`src/include/htm_pkg.sv`:
```
// Purpose: constants and types of the humidity/temperature sensor host controller
// Assumes: 40 MHz pclk, APB register port, sensor reached over open-drain I2C
// Notes: byte addresses are word aligned; all counts derive from printed times
// ----------------------------------------------------------------------------
// Function
// - wait at least 1 ms after one command before sending the next
// - commands are 16-bit words that already hold 3 check bits
// - every 16-bit data word travels followed by its 8-bit CRC byte
// - written data carries a trailing CRC; bad CRC makes the sensor drop it
// - checking CRC bytes on reads is optional for the host
// - measurement starts with START, write header (address, bit 0), 16-bit command
// - single-shot commands: 0x2C06/0D/10 stretching, 0x2400/0B/16 without
// - host ends full readout with NACK and STOP, or NACKs early
// - host ignoring CRC still reads temperature CRC, both humidity bytes
// - break command aborts measurement, returns to single shot; send when busy
// - address select level holds from START to end of transfer
// ----------------------------------------------------------------------------
package htm_pkg;

  // ----------------------------------------------------------------------------
  // timing
  // ----------------------------------------------------------------------------
  localparam int unsigned CLK_KHZ = 40000;
  localparam int unsigned SCL_KHZ = 400;
  localparam int unsigned QUARTER_CYC = (CLK_KHZ + 4 * SCL_KHZ - 1) / (4 * SCL_KHZ);
  localparam logic [6:0] DIV_MAX = 7'(QUARTER_CYC - 1);
  localparam int unsigned CMD_GAP_US = 1000;
  localparam int unsigned CMD_GAP_CYC = (CMD_GAP_US * CLK_KHZ + 999) / 1000;
  localparam int unsigned PU_DELAY_US = 1000;
  localparam int unsigned PU_DELAY_CYC = (PU_DELAY_US * CLK_KHZ + 999) / 1000;

  // ----------------------------------------------------------------------------
  // register map
  // ----------------------------------------------------------------------------
  localparam logic [11:0] OFF_CTRL = 12'h000;
  localparam logic [11:0] OFF_CMD = 12'h004;
  localparam logic [11:0] OFF_STAT = 12'h008;
  localparam logic [11:0] OFF_RES = 12'h00C;
  localparam logic [11:0] OFF_CRC = 12'h010;

  localparam int CTRL_GO = 0;
  localparam int CTRL_OP = 1;
  localparam int CTRL_WDATA = 2;
  localparam int CTRL_CRCEN = 3;
  localparam int CTRL_ADDR = 8;
  localparam int CTRL_LEN = 16;

  localparam int STAT_BUSY = 0;
  localparam int STAT_DONE = 1;
  localparam int STAT_NACK = 2;
  localparam int STAT_TERR = 3;
  localparam int STAT_HERR = 4;
  localparam int STAT_READY = 5;
  localparam int STAT_NRX = 8;

  localparam int CMD_WORD = 0;
  localparam int CMD_DATA = 16;
  localparam int CRC_POLY = 0;
  localparam int CRC_INIT = 8;

  localparam logic [6:0] RST_DEV_ADDR = 7'h44;
  localparam logic [2:0] RST_RD_LEN = 3'h6;
  localparam logic [2:0] RD_LEN_MIN = 3'h1;
  localparam logic [7:0] RST_CRC_POLY = 8'h07;
  localparam logic [7:0] RST_CRC_INIT = 8'h00;

  // ----------------------------------------------------------------------------
  // byte slots of a transfer
  // ----------------------------------------------------------------------------
  localparam logic [2:0] B_HDR = 3'h0;
  localparam logic [2:0] B_CMD_HI = 3'h1;
  localparam logic [2:0] B_CMD_LO = 3'h2;
  localparam logic [2:0] B_DAT_HI = 3'h3;
  localparam logic [2:0] B_DAT_LO = 3'h4;
  localparam logic [2:0] B_DAT_CRC = 3'h5;
  localparam logic [2:0] B_T_HI = 3'h1;
  localparam logic [2:0] B_T_LO = 3'h2;
  localparam logic [2:0] B_T_CRC = 3'h3;
  localparam logic [2:0] B_H_HI = 3'h4;
  localparam logic [2:0] B_H_LO = 3'h5;
  localparam logic [2:0] B_H_CRC = 3'h6;
  localparam logic [3:0] ACK_BIT = 4'h8;

  // single-shot commands, for software to place in the command register
  localparam logic [15:0] CMD_SS_STR_HIGH = 16'h2C06;
  localparam logic [15:0] CMD_SS_STR_MED = 16'h2C0D;
  localparam logic [15:0] CMD_SS_STR_LOW = 16'h2C10;
  localparam logic [15:0] CMD_SS_NOSTR_HIGH = 16'h2400;
  localparam logic [15:0] CMD_SS_NOSTR_MED = 16'h240B;
  localparam logic [15:0] CMD_SS_NOSTR_LOW = 16'h2416;

  typedef enum logic [2:0] {
    ST_PWR,
    ST_IDLE,
    ST_GAP,
    ST_START,
    ST_BYTE,
    ST_STOP
  } htm_state_t;

endpackage

```
`src/htm_crc8.sv`:
```
// Purpose: one-byte step of an msb-first crc-8
// Assumes: polynomial given without its top bit
// Notes: purely combinational; the caller holds the running value
`timescale 1ns/1ps
module htm_crc8 (
  input wire logic [7:0] poly,
  input wire logic [7:0] crc_in,
  input wire logic [7:0] data,
  output logic [7:0] crc_out
);
  import htm_pkg::*;

  always_comb begin
    logic [7:0] c;
    c = crc_in ^ data;
    for (int i = 0; i < 8; i++) begin
      c = c[7] ? ({c[6:0], 1'b0} ^ poly) : {c[6:0], 1'b0};
    end
    crc_out = c;
  end
endmodule

```
`src/htm_i2c_host.sv`:
```
// Purpose: i2c host that sends commands to the sensor and reads its results
// Assumes: apb slave with zero wait states; scl and sda are open-drain pins
// Notes: software writes the command word itself, break and periodic included
//
// Our own choices: the APB interface to the registers and the register addresses.
`timescale 1ns/1ps
module htm_i2c_host #(
  parameter int unsigned CMD_GAP_CYCLES = htm_pkg::CMD_GAP_CYC,
  parameter int unsigned PU_DELAY_CYCLES = htm_pkg::PU_DELAY_CYC
) (
  input wire logic pclk,
  input wire logic presetn,
  input wire logic psel,
  input wire logic penable,
  input wire logic pwrite,
  input wire logic [11:0] paddr,
  input wire logic [31:0] pwdata,
  output logic [31:0] prdata,
  output logic pready,
  output logic pslverr,
  input wire logic scl_i,
  output logic scl_o,
  output logic scl_oe,
  input wire logic sda_i,
  output logic sda_o,
  output logic sda_oe
);
  import htm_pkg::*;

  localparam logic [19:0] GAP_LD = 20'(CMD_GAP_CYCLES);
  localparam logic [19:0] PU_LD = 20'(PU_DELAY_CYCLES);

  typedef struct packed {
    htm_state_t st;
    logic [1:0] ph;
    logic [6:0] div;
    logic [19:0] tmr;
    logic pu_done;
    logic scl_s1;
    logic scl_s2;
    logic sda_s1;
    logic sda_s2;
    logic scl_oe;
    logic sda_oe;
    logic [7:0] sh;
    logic [3:0] bitn;
    logic [2:0] idx;
    logic ackb;
    logic op;
    logic wdat_en;
    logic crc_en;
    logic [6:0] dev_addr;
    logic [2:0] rd_len;
    logic [15:0] cmd;
    logic [15:0] wdat;
    logic [7:0] poly;
    logic [7:0] init;
    logic [7:0] crc;
    logic done;
    logic nack;
    logic t_err;
    logic h_err;
    logic [15:0] temp;
    logic [15:0] hum;
    logic [2:0] nrx;
  } htm_host_t;

  htm_host_t q;
  htm_host_t d;
  logic [7:0] crc_nxt;

  // ----------------------------------------------------------------------------
  // crc of the byte just moved
  // ----------------------------------------------------------------------------
  htm_crc8 u_crc (
    .poly(q.poly),
    .crc_in(q.crc),
    .data(q.sh),
    .crc_out(crc_nxt)
  );

  // ----------------------------------------------------------------------------
  // next state
  // ----------------------------------------------------------------------------
  always_comb begin
    logic tick;
    logic wr;
    logic rd_byte;
    logic [2:0] last_w;
    logic [2:0] len_w;
    logic [7:0] nxt_w;
    d = q;
    tick = (q.div == DIV_MAX);
    wr = psel & penable & pwrite;
    rd_byte = q.op && (q.idx != B_HDR);
    last_w = q.wdat_en ? B_DAT_CRC : B_CMD_LO;
    len_w = pwdata[CTRL_LEN +: 3];
    if (len_w < RD_LEN_MIN) begin
      len_w = RD_LEN_MIN;
    end else if (len_w > RST_RD_LEN) begin
      len_w = RST_RD_LEN;
    end
    case (q.idx)
      B_HDR: nxt_w = q.cmd[15:8];
      B_CMD_HI: nxt_w = q.cmd[7:0];
      B_CMD_LO: nxt_w = q.wdat[15:8];
      B_DAT_HI: nxt_w = q.wdat[7:0];
      default: nxt_w = crc_nxt;
    endcase

    // one quarter of an scl period per tick keeps the bus at the set rate
    d.div = tick ? 7'h00 : q.div + 7'h01;
    d.scl_s1 = scl_i;
    d.scl_s2 = q.scl_s1;
    d.sda_s1 = sda_i;
    d.sda_s2 = q.sda_s1;
    if (q.tmr != 20'h00000) begin
      d.tmr = q.tmr - 20'h00001;
    end

    // ----------------------------------------------------------------------------
    // register writes; hardware sets below win over these clears
    // ----------------------------------------------------------------------------
    if (wr && paddr == OFF_STAT) begin
      if (pwdata[STAT_DONE]) d.done = 1'b0;
      if (pwdata[STAT_NACK]) d.nack = 1'b0;
      if (pwdata[STAT_TERR]) d.t_err = 1'b0;
      if (pwdata[STAT_HERR]) d.h_err = 1'b0;
    end
    if (wr && q.st == ST_IDLE) begin
      if (paddr == OFF_CMD) begin
        d.cmd = pwdata[CMD_WORD +: 16];
        d.wdat = pwdata[CMD_DATA +: 16];
      end
      if (paddr == OFF_CRC) begin
        d.poly = pwdata[CRC_POLY +: 8];
        d.init = pwdata[CRC_INIT +: 8];
      end
      if (paddr == OFF_CTRL) begin
        d.op = pwdata[CTRL_OP];
        d.wdat_en = pwdata[CTRL_WDATA];
        d.crc_en = pwdata[CTRL_CRCEN];
        d.dev_addr = pwdata[CTRL_ADDR +: 7];
        d.rd_len = len_w;
        if (pwdata[CTRL_GO]) begin
          // address is frozen in the header for the whole transfer
          d.sh = {pwdata[CTRL_ADDR +: 7], pwdata[CTRL_OP]};
          d.idx = B_HDR;
          d.bitn = 4'h0;
          d.ph = 2'h0;
          d.crc = q.init;
          d.nrx = 3'h0;
          d.st = (!pwdata[CTRL_OP] && q.tmr != 20'h00000) ? ST_GAP : ST_START;
        end
      end
    end

    // ----------------------------------------------------------------------------
    // transfer engine
    // ----------------------------------------------------------------------------
    case (q.st)
      ST_PWR: begin
        if (q.tmr == 20'h00000) begin
          d.pu_done = 1'b1;
          d.st = ST_IDLE;
        end
      end
      ST_IDLE: begin
      end
      ST_GAP: begin
        if (q.tmr == 20'h00000) begin
          d.st = ST_START;
        end
      end
      ST_START: begin
        if (tick) begin
          if (q.ph == 2'h0) begin
            if (q.scl_s2 && q.sda_s2) begin
              d.sda_oe = 1'b1;
              d.ph = 2'h1;
            end
          end else begin
            d.scl_oe = 1'b1;
            d.ph = 2'h0;
            d.st = ST_BYTE;
          end
        end
      end
      ST_BYTE: begin
        if (tick) begin
          case (q.ph)
            2'h0: begin
              if (q.bitn < ACK_BIT) begin
                d.sda_oe = rd_byte ? 1'b0 : ~q.sh[7];
              end else begin
                d.sda_oe = rd_byte && (q.idx != q.rd_len);
              end
              d.ph = 2'h1;
            end
            2'h1: begin
              d.scl_oe = 1'b0;
              d.ph = 2'h2;
            end
            2'h2: begin
              // a sensor holding scl low stalls the bit here
              if (q.scl_s2) begin
                if (q.bitn < ACK_BIT) begin
                  d.sh = {q.sh[6:0], q.sda_s2};
                end else begin
                  d.ackb = q.sda_s2;
                end
                d.ph = 2'h3;
              end
            end
            2'h3: begin
              d.scl_oe = 1'b1;
              d.ph = 2'h0;
              if (q.bitn < ACK_BIT) begin
                d.bitn = q.bitn + 4'h1;
              end else begin
                d.bitn = 4'h0;
                d.idx = q.idx + 3'h1;
                if (!rd_byte) begin
                  if (q.ackb) begin
                    d.nack = 1'b1;
                    d.st = ST_STOP;
                  end else if (q.op) begin
                    d.sh = 8'h00;
                  end else if (q.idx == last_w) begin
                    d.st = ST_STOP;
                  end else begin
                    d.sh = nxt_w;
                    if (q.idx == B_DAT_HI || q.idx == B_DAT_LO) begin
                      d.crc = crc_nxt;
                    end
                  end
                end else begin
                  d.nrx = q.idx;
                  case (q.idx)
                    B_T_HI: d.temp[15:8] = q.sh;
                    B_T_LO: d.temp[7:0] = q.sh;
                    B_H_HI: d.hum[15:8] = q.sh;
                    B_H_LO: d.hum[7:0] = q.sh;
                    default: begin
                    end
                  endcase
                  if (q.idx == B_T_CRC || q.idx == B_H_CRC) begin
                    d.crc = q.init;
                    if (q.crc_en && q.crc != q.sh) begin
                      if (q.idx == B_T_CRC) d.t_err = 1'b1;
                      else d.h_err = 1'b1;
                    end
                  end else begin
                    d.crc = crc_nxt;
                  end
                  if (q.idx == q.rd_len) begin
                    d.st = ST_STOP;
                  end
                end
              end
            end
            default: d.ph = 2'h0;
          endcase
        end
      end
      ST_STOP: begin
        if (tick) begin
          case (q.ph)
            2'h0: begin
              d.sda_oe = 1'b1;
              d.ph = 2'h1;
            end
            2'h1: begin
              d.scl_oe = 1'b0;
              d.ph = 2'h2;
            end
            2'h2: begin
              if (q.scl_s2) d.ph = 2'h3;
            end
            default: begin
              d.sda_oe = 1'b0;
              d.ph = 2'h0;
              d.done = 1'b1;
              d.st = ST_IDLE;
              if (!q.op) d.tmr = GAP_LD;
            end
          endcase
        end
      end
      default: d.st = ST_IDLE;
    endcase
  end

  always_ff @(posedge pclk or negedge presetn) begin
    if (!presetn) begin
      q <= '0;
      q.st <= ST_PWR;
      q.tmr <= PU_LD;
      q.scl_s1 <= 1'b1;
      q.scl_s2 <= 1'b1;
      q.sda_s1 <= 1'b1;
      q.sda_s2 <= 1'b1;
      q.dev_addr <= RST_DEV_ADDR;
      q.rd_len <= RST_RD_LEN;
      q.poly <= RST_CRC_POLY;
      q.init <= RST_CRC_INIT;
      q.crc <= RST_CRC_INIT;
    end else begin
      q <= d;
    end
  end

  // ----------------------------------------------------------------------------
  // apb read side and pins
  // ----------------------------------------------------------------------------
  always_comb begin
    prdata = 32'h00000000;
    pslverr = 1'b0;
    case (paddr)
      OFF_CTRL: begin
        prdata[CTRL_OP] = q.op;
        prdata[CTRL_WDATA] = q.wdat_en;
        prdata[CTRL_CRCEN] = q.crc_en;
        prdata[CTRL_ADDR +: 7] = q.dev_addr;
        prdata[CTRL_LEN +: 3] = q.rd_len;
      end
      OFF_CMD: prdata = {q.wdat, q.cmd};
      OFF_STAT: begin
        prdata[STAT_BUSY] = (q.st != ST_IDLE);
        prdata[STAT_DONE] = q.done;
        prdata[STAT_NACK] = q.nack;
        prdata[STAT_TERR] = q.t_err;
        prdata[STAT_HERR] = q.h_err;
        prdata[STAT_READY] = q.pu_done;
        prdata[STAT_NRX +: 3] = q.nrx;
      end
      OFF_RES: prdata = {q.hum, q.temp};
      OFF_CRC: prdata[15:0] = {q.init, q.poly};
      default: pslverr = psel & penable;
    endcase
  end

  assign pready = 1'b1;
  assign scl_o = 1'b0;
  assign sda_o = 1'b0;
  assign scl_oe = q.scl_oe;
  assign sda_oe = q.sda_oe;

  // ----------------------------------------------------------------------------
  // checks
  // ----------------------------------------------------------------------------
  property p_div_bound;
    @(posedge pclk) disable iff (!presetn) q.div == DIV_MAX |=> q.div == 7'h00;
  endproperty
  a_div_bound: assert property (p_div_bound) else $error("divider overran");

  property p_gap;
    @(posedge pclk) disable iff (!presetn) (q.st == ST_START && !q.op) |-> q.tmr == 20'h00000;
  endproperty
  a_gap: assert property (p_gap) else $error("command sent inside gap");

  property p_hdr_dir;
    @(posedge pclk) disable iff (!presetn)
      (q.st == ST_BYTE && q.idx == B_HDR && q.bitn == 4'h7 && q.ph == 2'h2) |-> q.sda_oe == !q.op;
  endproperty
  a_hdr_dir: assert property (p_hdr_dir) else $error("header direction bit wrong");

  property p_last_nack;
    @(posedge pclk) disable iff (!presetn)
      (q.st == ST_BYTE && q.op && q.idx == q.rd_len && q.bitn == ACK_BIT && q.ph == 2'h2)
      |-> !q.sda_oe;
  endproperty
  a_last_nack: assert property (p_last_nack) else $error("last byte acknowledged");

  property p_mid_ack;
    @(posedge pclk) disable iff (!presetn)
      (q.st == ST_BYTE && q.op && q.idx != B_HDR && q.idx != q.rd_len
       && q.bitn == ACK_BIT && q.ph == 2'h2) |-> q.sda_oe;
  endproperty
  a_mid_ack: assert property (p_mid_ack) else $error("middle byte not acknowledged");

  property p_hdr_nack_stop;
    @(posedge pclk) disable iff (!presetn)
      (q.st == ST_BYTE && q.idx == B_HDR && q.bitn == ACK_BIT && q.ph == 2'h3
       && q.ackb && q.div == DIV_MAX) |=> (q.st == ST_STOP && q.nack);
  endproperty
  a_hdr_nack_stop: assert property (p_hdr_nack_stop) else $error("nack not ending transfer");

  property p_stretch;
    @(posedge pclk) disable iff (!presetn)
      (q.st == ST_BYTE && q.ph == 2'h2 && !q.scl_s2) |=> (q.ph == 2'h2 && !q.scl_oe);
  endproperty
  a_stretch: assert property (p_stretch) else $error("bit advanced while scl held");

  property p_crc_byte;
    @(posedge pclk) disable iff (!presetn)
      (q.st == ST_BYTE && !q.op && q.idx == B_DAT_CRC && q.bitn == 4'h0 && q.ph == 2'h0)
      |-> q.sh == q.crc;
  endproperty
  a_crc_byte: assert property (p_crc_byte) else $error("crc byte mismatch");

  property p_pu;
    @(posedge pclk) disable iff (!presetn) (q.st != ST_PWR) |-> q.pu_done;
  endproperty
  a_pu: assert property (p_pu) else $error("traffic before power-up delay");
endmodule

```
`config.mk`:
```
export PLATFORM = sky130hd
export DESIGN_NAME = htm_i2c_host
export DESIGN_NICKNAME = d
export VERILOG_FILES = /design/src/include/htm_pkg.sv /design/src/htm_crc8.sv /design/src/htm_i2c_host.sv
export SDC_FILE = /design/constraint.sdc
export NUM_CORES = 1
export LEC_CHECK = 0
export CORE_ASPECT_RATIO = 0.9
export CORE_MARGIN = 5
export CORE_UTILIZATION = 65
export CTS_CLUSTER_SIZE = 10
export DETAILED_ROUTE_END_ITERATION = 10
export DONT_BUFFER_PORTS = 1
export PLACE_DENSITY_LB_ADDON = 0.05
export SLEW_MARGIN = 10
export SYNTH_ARGS = -nofsm -noshare
export SYNTH_HDL_FRONTEND = slang
export SYNTH_SLANG_ARGS = --single-unit
```
`constraint.sdc`:
```
create_clock -name pclk -period 5.25 [get_ports pclk]
set_input_delay 1.575 -clock pclk [delete_from_list [all_inputs] [get_ports pclk]]
set_output_delay 1.575 -clock pclk [all_outputs]
set_load 0.05 [all_outputs]
```
Word level (Yosys, flattened, before mapping)
Index checks and enable logic that the tools add are counted.

operators by class
  add/subtract/negate cells = 4
  $lt $le $gt $ge = 3
  equal/unequal tests = 34
  multiplexer cells = 123
  bitwise operators = 13
  reductions and logical operators = 32

operators with widths
  kind                     number
  $mux W8                  32
  $mux W38                 4
  $mux W20                 5
  $xor A8 B8 Y8            9
  $mux W3                  18
  $mux W15                 3
  $mux W37                 1
  $pmux W8 S4              1
  $mux W5                  6
  $pmux W3 S5              2
  $pmux W13 S2             1
  $eq A12 B4 Y1 const B    2
  $pmux W2 S3              4
  $reduce_and A6 Y1        4
  $mux W1                  23
  $logic_not A20 Y1        1
  $reduce_bool A20 Y1      1
  $sub A20 B1 Y20 const B  1
  $mux W18                 1
  $pmux W3 S6              1
  $mux W16                 1
  $ne A2 B2 Y1 const B     8
  $pmux W2 S4              2
  $pmux W4 S4              1
  other kinds (43)         77

storage, ports and cells
  register bits = 163
  output and inout bits = 38
  logic and storage cells = 243

Longest topological paths before layout
Gate-level depths: netlist (run 1).

  depth after elaboration = 26
  gate-level depth with buffers = 15
  gate-level depth less buffers = 13

Cells and area by module
Synthesis (run 1) repeated with hierarchy kept, for this count alone.

second synthesis, totals
  cells, all modules = 977
  area, all modules = 10199.8 um^2

modules (own cells, without submodules)
  module        instances  cells an instance  area each (um^2)  seq. area each (um^2)
  htm_i2c_host  1          780                8737.1            4098.9
  htm_crc8      1          197                1462.7            0.0

Worst setup path before layout (run 1)
OpenSTA, ideal clock, no wires.

  path kind = in2out
  start point = input paddr[7]
  end point = output prdata[6]
  arrival = 3551 ps
  data required time = 3675 ps
  setup slack = 124 ps
  cell stages on the path = 7
  buffers on the path = 1
  cells stage by stage = nor4_1 nand3_1 or3_1 nor2_1 clkbuf_1 nand2_1 o21ai_0

on the way
  longest elaborated chain between the ends = 2
  elaborated cells on any way between the ends = 4

ends and longest elaborated chain
  what                                         line                 RTL
  from (decl)                                  htm_i2c_host.sv:16   input wire logic [11:0] paddr,
  $eq A12 B5 Y1, or another cell as far along  htm_i2c_host.sv:319  case (paddr)
  $pmux W2 S3 *                                htm_i2c_host.sv:319
  to (decl)                                    htm_i2c_host.sv:18   output logic [31:0] prdata,

Every way passes the cells marked *; elsewhere a longest branch is shown, timed or not.

==> impl_metrics.yaml, run 1 <==
clocking:
  clock-sinks: 163
  clk_pin_slew_ns: 0.08
  post-cts-setup-buffers: 0
  cts_buffers: 17
  clockBufferDepth: 2
  ctsRootBufferMaster: "clkbuf_16"
  cts_tree: "built"
  h-tree-depth: 4
  ctsResizeCount: 0
  cts_hold_buffers: 0
  clkLatencyLatePin_ns: 0.45
cells_and_area:
  final_area_um2: 11400
  nFillCells: 1146
  area_delta_synth_final_pct: 9.76
  instances_no_fill: 1290
  drive_gt1_frac: 0.195
  layout.nets: 1140
  antenna_cells: 0
routing:
  dr.pass1.iters: 6
  first_iter_violations: 1138
  ant_nets: 0
  vias: 8681
  wirelength_mm: 29.1
  drc_errors: 0
  via_per_inst: 6.73
  wl_per_cell_um: 22.5
floorplan:
  design.die.area_um2: 18500
  die_x_um: 143
  rows: 43
  start_util: 0.667
  io_pins: 89
  die_h_um: 130
  core_um2: 15500
sta:
  setup_viol_count_final: 0
  finalCritPeriodShare: 0.923
  finalSetupTns_ns: 0
  post-route-min-period_ns: 4.85
  relSlewSlack: 0.299
  finalHoldViolations: 0
  slew_violations: 0
  rsz0062_at_grt: "no"
  worst_hold_slack_ns: 0.346
  tightestPinTransition_ns: 1.05
  skew_ns: 0.0136
  timing.fmax_mhz: 206
place:
  dp.cells: 1258
  port_buffers: 0
  place.gp.congestion: 0.969
  hpwl_mm: 20.8
  placedInstanceArea_um2: 10800
power_and_ir_drop:
  clock_power_share: 0.492
  power_w: 0.00252
  max-vdd-ir-drop_v: 0.000244
  p_int_w: 0.00190
  power_switching_w: 0.000618
  seqPwrFrac: 0.500
  p_leak_nw: 4.99
  power_frac_comb: 0.008
  powerDensity_nw_per_um2: 222
  p_sw_frac: 0.245
global_routing:
  grt_use_total: 0.323
  grt_pass1_wl_mm: 46.7
  antenna_found_initial: 1
  overflow: 0
  grt_start_max_net_pins: 164
  first_global_vias: 8464
yosys:
  synth.area.top_cells: "dfrtp_1, mux2_2, mux2i_1, dfstp_2, nand2_1"
  netlist_area_um2: 10300
  yosysWarnings: 0
  synthCells: 1075
  ys_seq_area_frac: 0.396
  yosysMostFrequentCell: "dfrtp_1"
  netlist.area_leader.share: 0.356
  async_flop_share: 1.00
  synth-main-ff-cell: "dfrtp_1"
  synth-edff-count: 0
  synth_commonest_cells: "dfrtp_1, nand2_1, nor2_1, mux2_2"
  yosysUniqueCellTypes: 87
  ys_ff_latch: 163
  syn_area_per_cell_um2: 9.62
  synth_top_area_cell: "dfrtp_1"
worst_setup_path:
  required_ns: 5.56
  path_max_fanout: 11
  start_kind: "flip-flop"
  path_class: "reg2reg"
  worstPathArrival_ns: 5.16
  reg2reg_slack_ns: 0.40
  cp-end-kind: "flip-flop"
job:
  drv_cap: 0
status:
  status: "finished, final reports clean"
worst_hold_path:
  min_path_type: "reg2reg"
## power groups by stage
stage | sequential (W) | clock, W | combinational [W]
2_1_floorplan | 0.00128 | 0 | 0.0000274
5_1_grt | 0.00126 | 0.00130 | 0.0000210
3_5_place_dp | 0.00128 | 0 | 0.0000200
3_3_place_gp | 0.00128 | 0 | 0.0000200
4_1_cts | 0.00126 | 0.00124 | 0.0000201
6_report | 0.00126 | 0.00124 | 0.0000202
## logic make-up (layout without fill, tap and decap cells)
logic type               after synthesis  after routing  share of synthesized area
adder cells (fa/ha/maj)               14             14                     0.0169
AO/OA/AOI/OAI                        237            237                      0.160
other                                  2              3                   0.000726
flip-flops                           163            163                      0.396
multiplexers                         144            144                      0.150
buffers and inverters                 91            103                     0.0382
XOR/XNOR                              72             72                     0.0734
AND/OR/NAND/NOR                      352            352                      0.164
## placed cells by master, fill, tap and decap left out, drive strengths merged, types with 25 or more instances in the layout
cell	n
a21oi	53
buf	48
dfrtp	147
inv	29
mux2	92
mux2i	52
nand2	98
nand3	36
nor2	99
nor3	25
o21ai	52
xnor2	44
## routing by layer
metal	up-vias	track usage	share of wire
met2	468	0.493	0.45
met4	2	0.0917	0.020
met3	48	0.0720	0.10
met5	-	0	0.00045
li1	3942	-	-
met1	4221	0.468	0.42
## worst paths after layout
| path | startpoint | to | cells after the start |
|---|---|---|---|
| hold / removal | d[128] | q[128] | 0 |
| setup reg to reg | q[123] | q[42] | 12 |
| hold reg to reg | d[128] | q[128] | 0 |
| min in group asynchronous | presetn | q[159] | 0 |
| setup / recovery | q[123] | q[42] | 12 |
| max in group asynchronous | presetn | q[143] | 0 |
## area by class of cell
class                      count  area, um^2  share of cell area
clock buffer                  17         425              0.0375
multi-input combinational    822        5850               0.515
timing repair buffer          48         473              0.0417
sequential                   163        4100               0.361
clock inverter                15         164              0.0144
inverter                      23        86.3             0.00761
tap                          202         253              0.0223
## worst max-delay path, cell delays in order (launching register included)
cell	delay (ns)
dfrtp_1	0.60
xor2_2	0.45
xnor2_2	0.22
a21oi_1	0.14
o31a_1	0.35
or2_1	0.37
a2111oi_0	0.57
or4_4	0.30
a21oi_1	0.07
or4_1	0.62
o221ai_2	0.23
xor3_1	0.46
a221o_1	0.34
## sequential cells by signal (all words and copies together) (netlist names)
| name | flops |
|---|---|
| scl_oe | 1 |
| sda_oe | 1 |
| q | 159 |
| d | 2 |
## per-stage QoR
stage / worst slack, ns / util
after floorplan: 0.124 / -
after global placement: 0.486 / 0.695
after detailed placement: 0.417 / 0.695
after CTS: 0.419 / 0.733
after global routing: 0.0575 / 0.733
final: 0.404 / 0.733
No activity file was read; power rests on OpenSTA's default activity.
==> run 2: changes to the inputs <==
--- a/config.mk
+++ b/config.mk
@@ -6,8 +6,8 @@
 export NUM_CORES = 1
 export LEC_CHECK = 0
 export CORE_ASPECT_RATIO = 0.9
-export CORE_MARGIN = 5
-export CORE_UTILIZATION = 65
+export CORE_UTILIZATION = 67
+export CTS_BUF_LIST = sky130_fd_sc_hd__clkbuf_4
 export CTS_CLUSTER_SIZE = 10
 export DETAILED_ROUTE_END_ITERATION = 10
 export DONT_BUFFER_PORTS = 1
==> run 2 against run 1 <==
Against the previous run:
- wire length fell by 3.6%
- non-clock buffer count is 1 higher
- die area decreased by 14%
- worst setup slack worse by 0.028 ns
- global-route usage increased by 4.5 points
- via count rose by 0.38%
- highest routed layer is now met4
==> impl_metrics.yaml, run 2 (synthesis gave the netlist of run 1 again) <==
status:
  status: "finished, final reports clean"
power_and_ir_drop:
  max-vdd-ir-drop_v: 0.000206
  p_leak_nw: 4.87
  powerDensity_nw_per_um2: 188
worst_setup_path:
  slowest_stage: "dfrtp_1"
  crit_family: "compound AO/OA/AOI/OAI gates"
  cp-end-kind: "flip-flop"
  path_max_fanout: 8
  critPathMaxStageDelay_ns: 0.71
  worstPathArrival_ns: 5.34
  cp_cell_sequence: "xor2_1 -> a21oi_1 -> or2_1 -> o41ai_1 -> a311oi_1 -> xnor2_1 -> nand4_1 -> nand2_1 -> o221ai_1 -> o221ai_2 -> xor3_1 -> a221o_1"
  path_class: "reg2reg"
  required_ns: 5.72
  crit_buf_inv: 0
  start_kind: "flip-flop"
routing:
  wirelength_mm: 28.0
  via_per_inst: 6.77
  vias: 8714
  first_iter_violations: 972
  ant_nets: 0
  wl_per_cell_um: 21.7
  drc_errors: 0
  dr.pass1.iters: 6
place:
  port_buffers: 0
  hpwl_mm: 20.1
  place.gp.congestion: 0.938
clocking:
  clkLatencyLatePin_ns: 0.58
  post-cts-setup-buffers: 0
  clockBufferDepth: 2
  h-tree-depth: 4
  cts_buffers: 17
  clock-sinks: 163
  ctsRootBufferMaster: "clkbuf_4"
  ctsResizeCount: 0
  cts_tree: "built"
  cts_hold_buffers: 0
  clk_pin_slew_ns: 0.15
cells_and_area:
  multiInputGateArea_um2: 5850
  fin_util: 0.745
  drive_gt1_frac: 0.196
  nFillCells: 1069
  layout.nets: 1141
  regArea_um2: 4100
  most-common-layout-cells: "dfrtp_1, nor2_1, nand2_1"
  registers.top_by_ff_count: "q"
  final_common_cell: "dfrtp_1"
  area_delta_synth_final_pct: 7.06
  largest_reg_flops: 159
global_routing:
  overflow: 0
  grt_pass1_wl_mm: 45.0
  grt_start_max_net_pins: 164
  antenna_found_initial: 1
  grt_use_total: 0.368
  first_global_vias: 8251
sta:
  rsz0062_at_grt: "no"
  setup_viol_count_final: 0
  post-route-min-period_ns: 4.87
  timing.fmax_mhz: 205
  finalCritPeriodShare: 0.928
  relSlewSlack: 0.315
  slew_violations: 0
  finalHoldViolations: 0
  finalSetupTns_ns: 0
  tightestPinTransition_ns: 1.02
  skew_ns: 0.0242
worst_hold_path:
  min_path_type: "reg2reg"
job:
  drv_cap: 0
floorplan:
  die_x_um: 133
  design.die.area_um2: 15900
  die_h_um: 120
  io_pins: 89
  rows: 42
  start_util: 0.695
  core_um2: 14900
-- run 2: metal layers --
layer | track usage | routed length, um | vias up | part of all wire
li1 | - | - | 3946 | -
met1 | 0.545 | 12100 | 4242 | 0.43
met2 | 0.540 | 12400 | 463 | 0.44
met3 | 0.0697 | 2840 | 63 | 0.10
met4 | 0.128 | 707 | 0 | 0.025
met5 | 0 | 0 | - | 0
-- run 2: metrics by stage --
step | cell area [um^2] | total power, W | hold slack [ns] | setup slack, ns | instances
floorplan | 10300 | 0.00131 | 0.345 | 0.124 | 1076
global placement | 10800 | 0.00130 | 0.346 | 0.497 | 1255
detailed placement | 10800 | 0.00130 | 0.349 | 0.441 | 1255
CTS | 11100 | 0.00209 | 0.369 | 0.437 | 1287
global route | 11100 | 0.00215 | 0.371 | 0.105 | 1288
finish | 11100 | 0.00208 | 0.367 | 0.376 | 1288
-- run 2: final timing paths --
path                            cells after the start  slack (ns)  endpoint    start
worst max-delay path                               12        0.38     q[42]   q[122]
worst min-delay path                                0        0.37    q[126]   d[126]
worst max register to register                     12        0.38     q[42]   q[122]
worst min register to register                      0        0.37    q[126]   d[126]
max in group asynchronous                           0        4.21     q[55]  presetn
min in group asynchronous                           0        0.67    q[161]  presetn
-- run 2: area by class of cell --
cell class                 instances  share of cell area
tap                              198              0.0224
antenna                            1            0.000226
multi-input combinational        822               0.528
clock inverter                    14              0.0154
timing repair buffer              49              0.0434
clock buffer                      18              0.0122
sequential                       163               0.370
inverter                          23             0.00780
-- run 2: worst reg2reg max path, cell delays in order (launching register included) --
cell	delay, ns
dfrtp_1	0.71
xor2_1	0.50
a21oi_1	0.18
or2_1	0.36
o41ai_1	0.37
a311oi_1	0.10
xnor2_1	0.48
nand4_1	0.28
nand2_1	0.32
o221ai_1	0.36
o221ai_2	0.33
xor3_1	0.45
a221o_1	0.31
-- run 2: power breakdown --
part / internal [W] / switching [W]
Combinational: 0.00000919 / 0.0000108
Sequential: 0.00126 / 0.00000148
Clock: 0.000304 / 0.000499
Total: 0.00157 / 0.000512
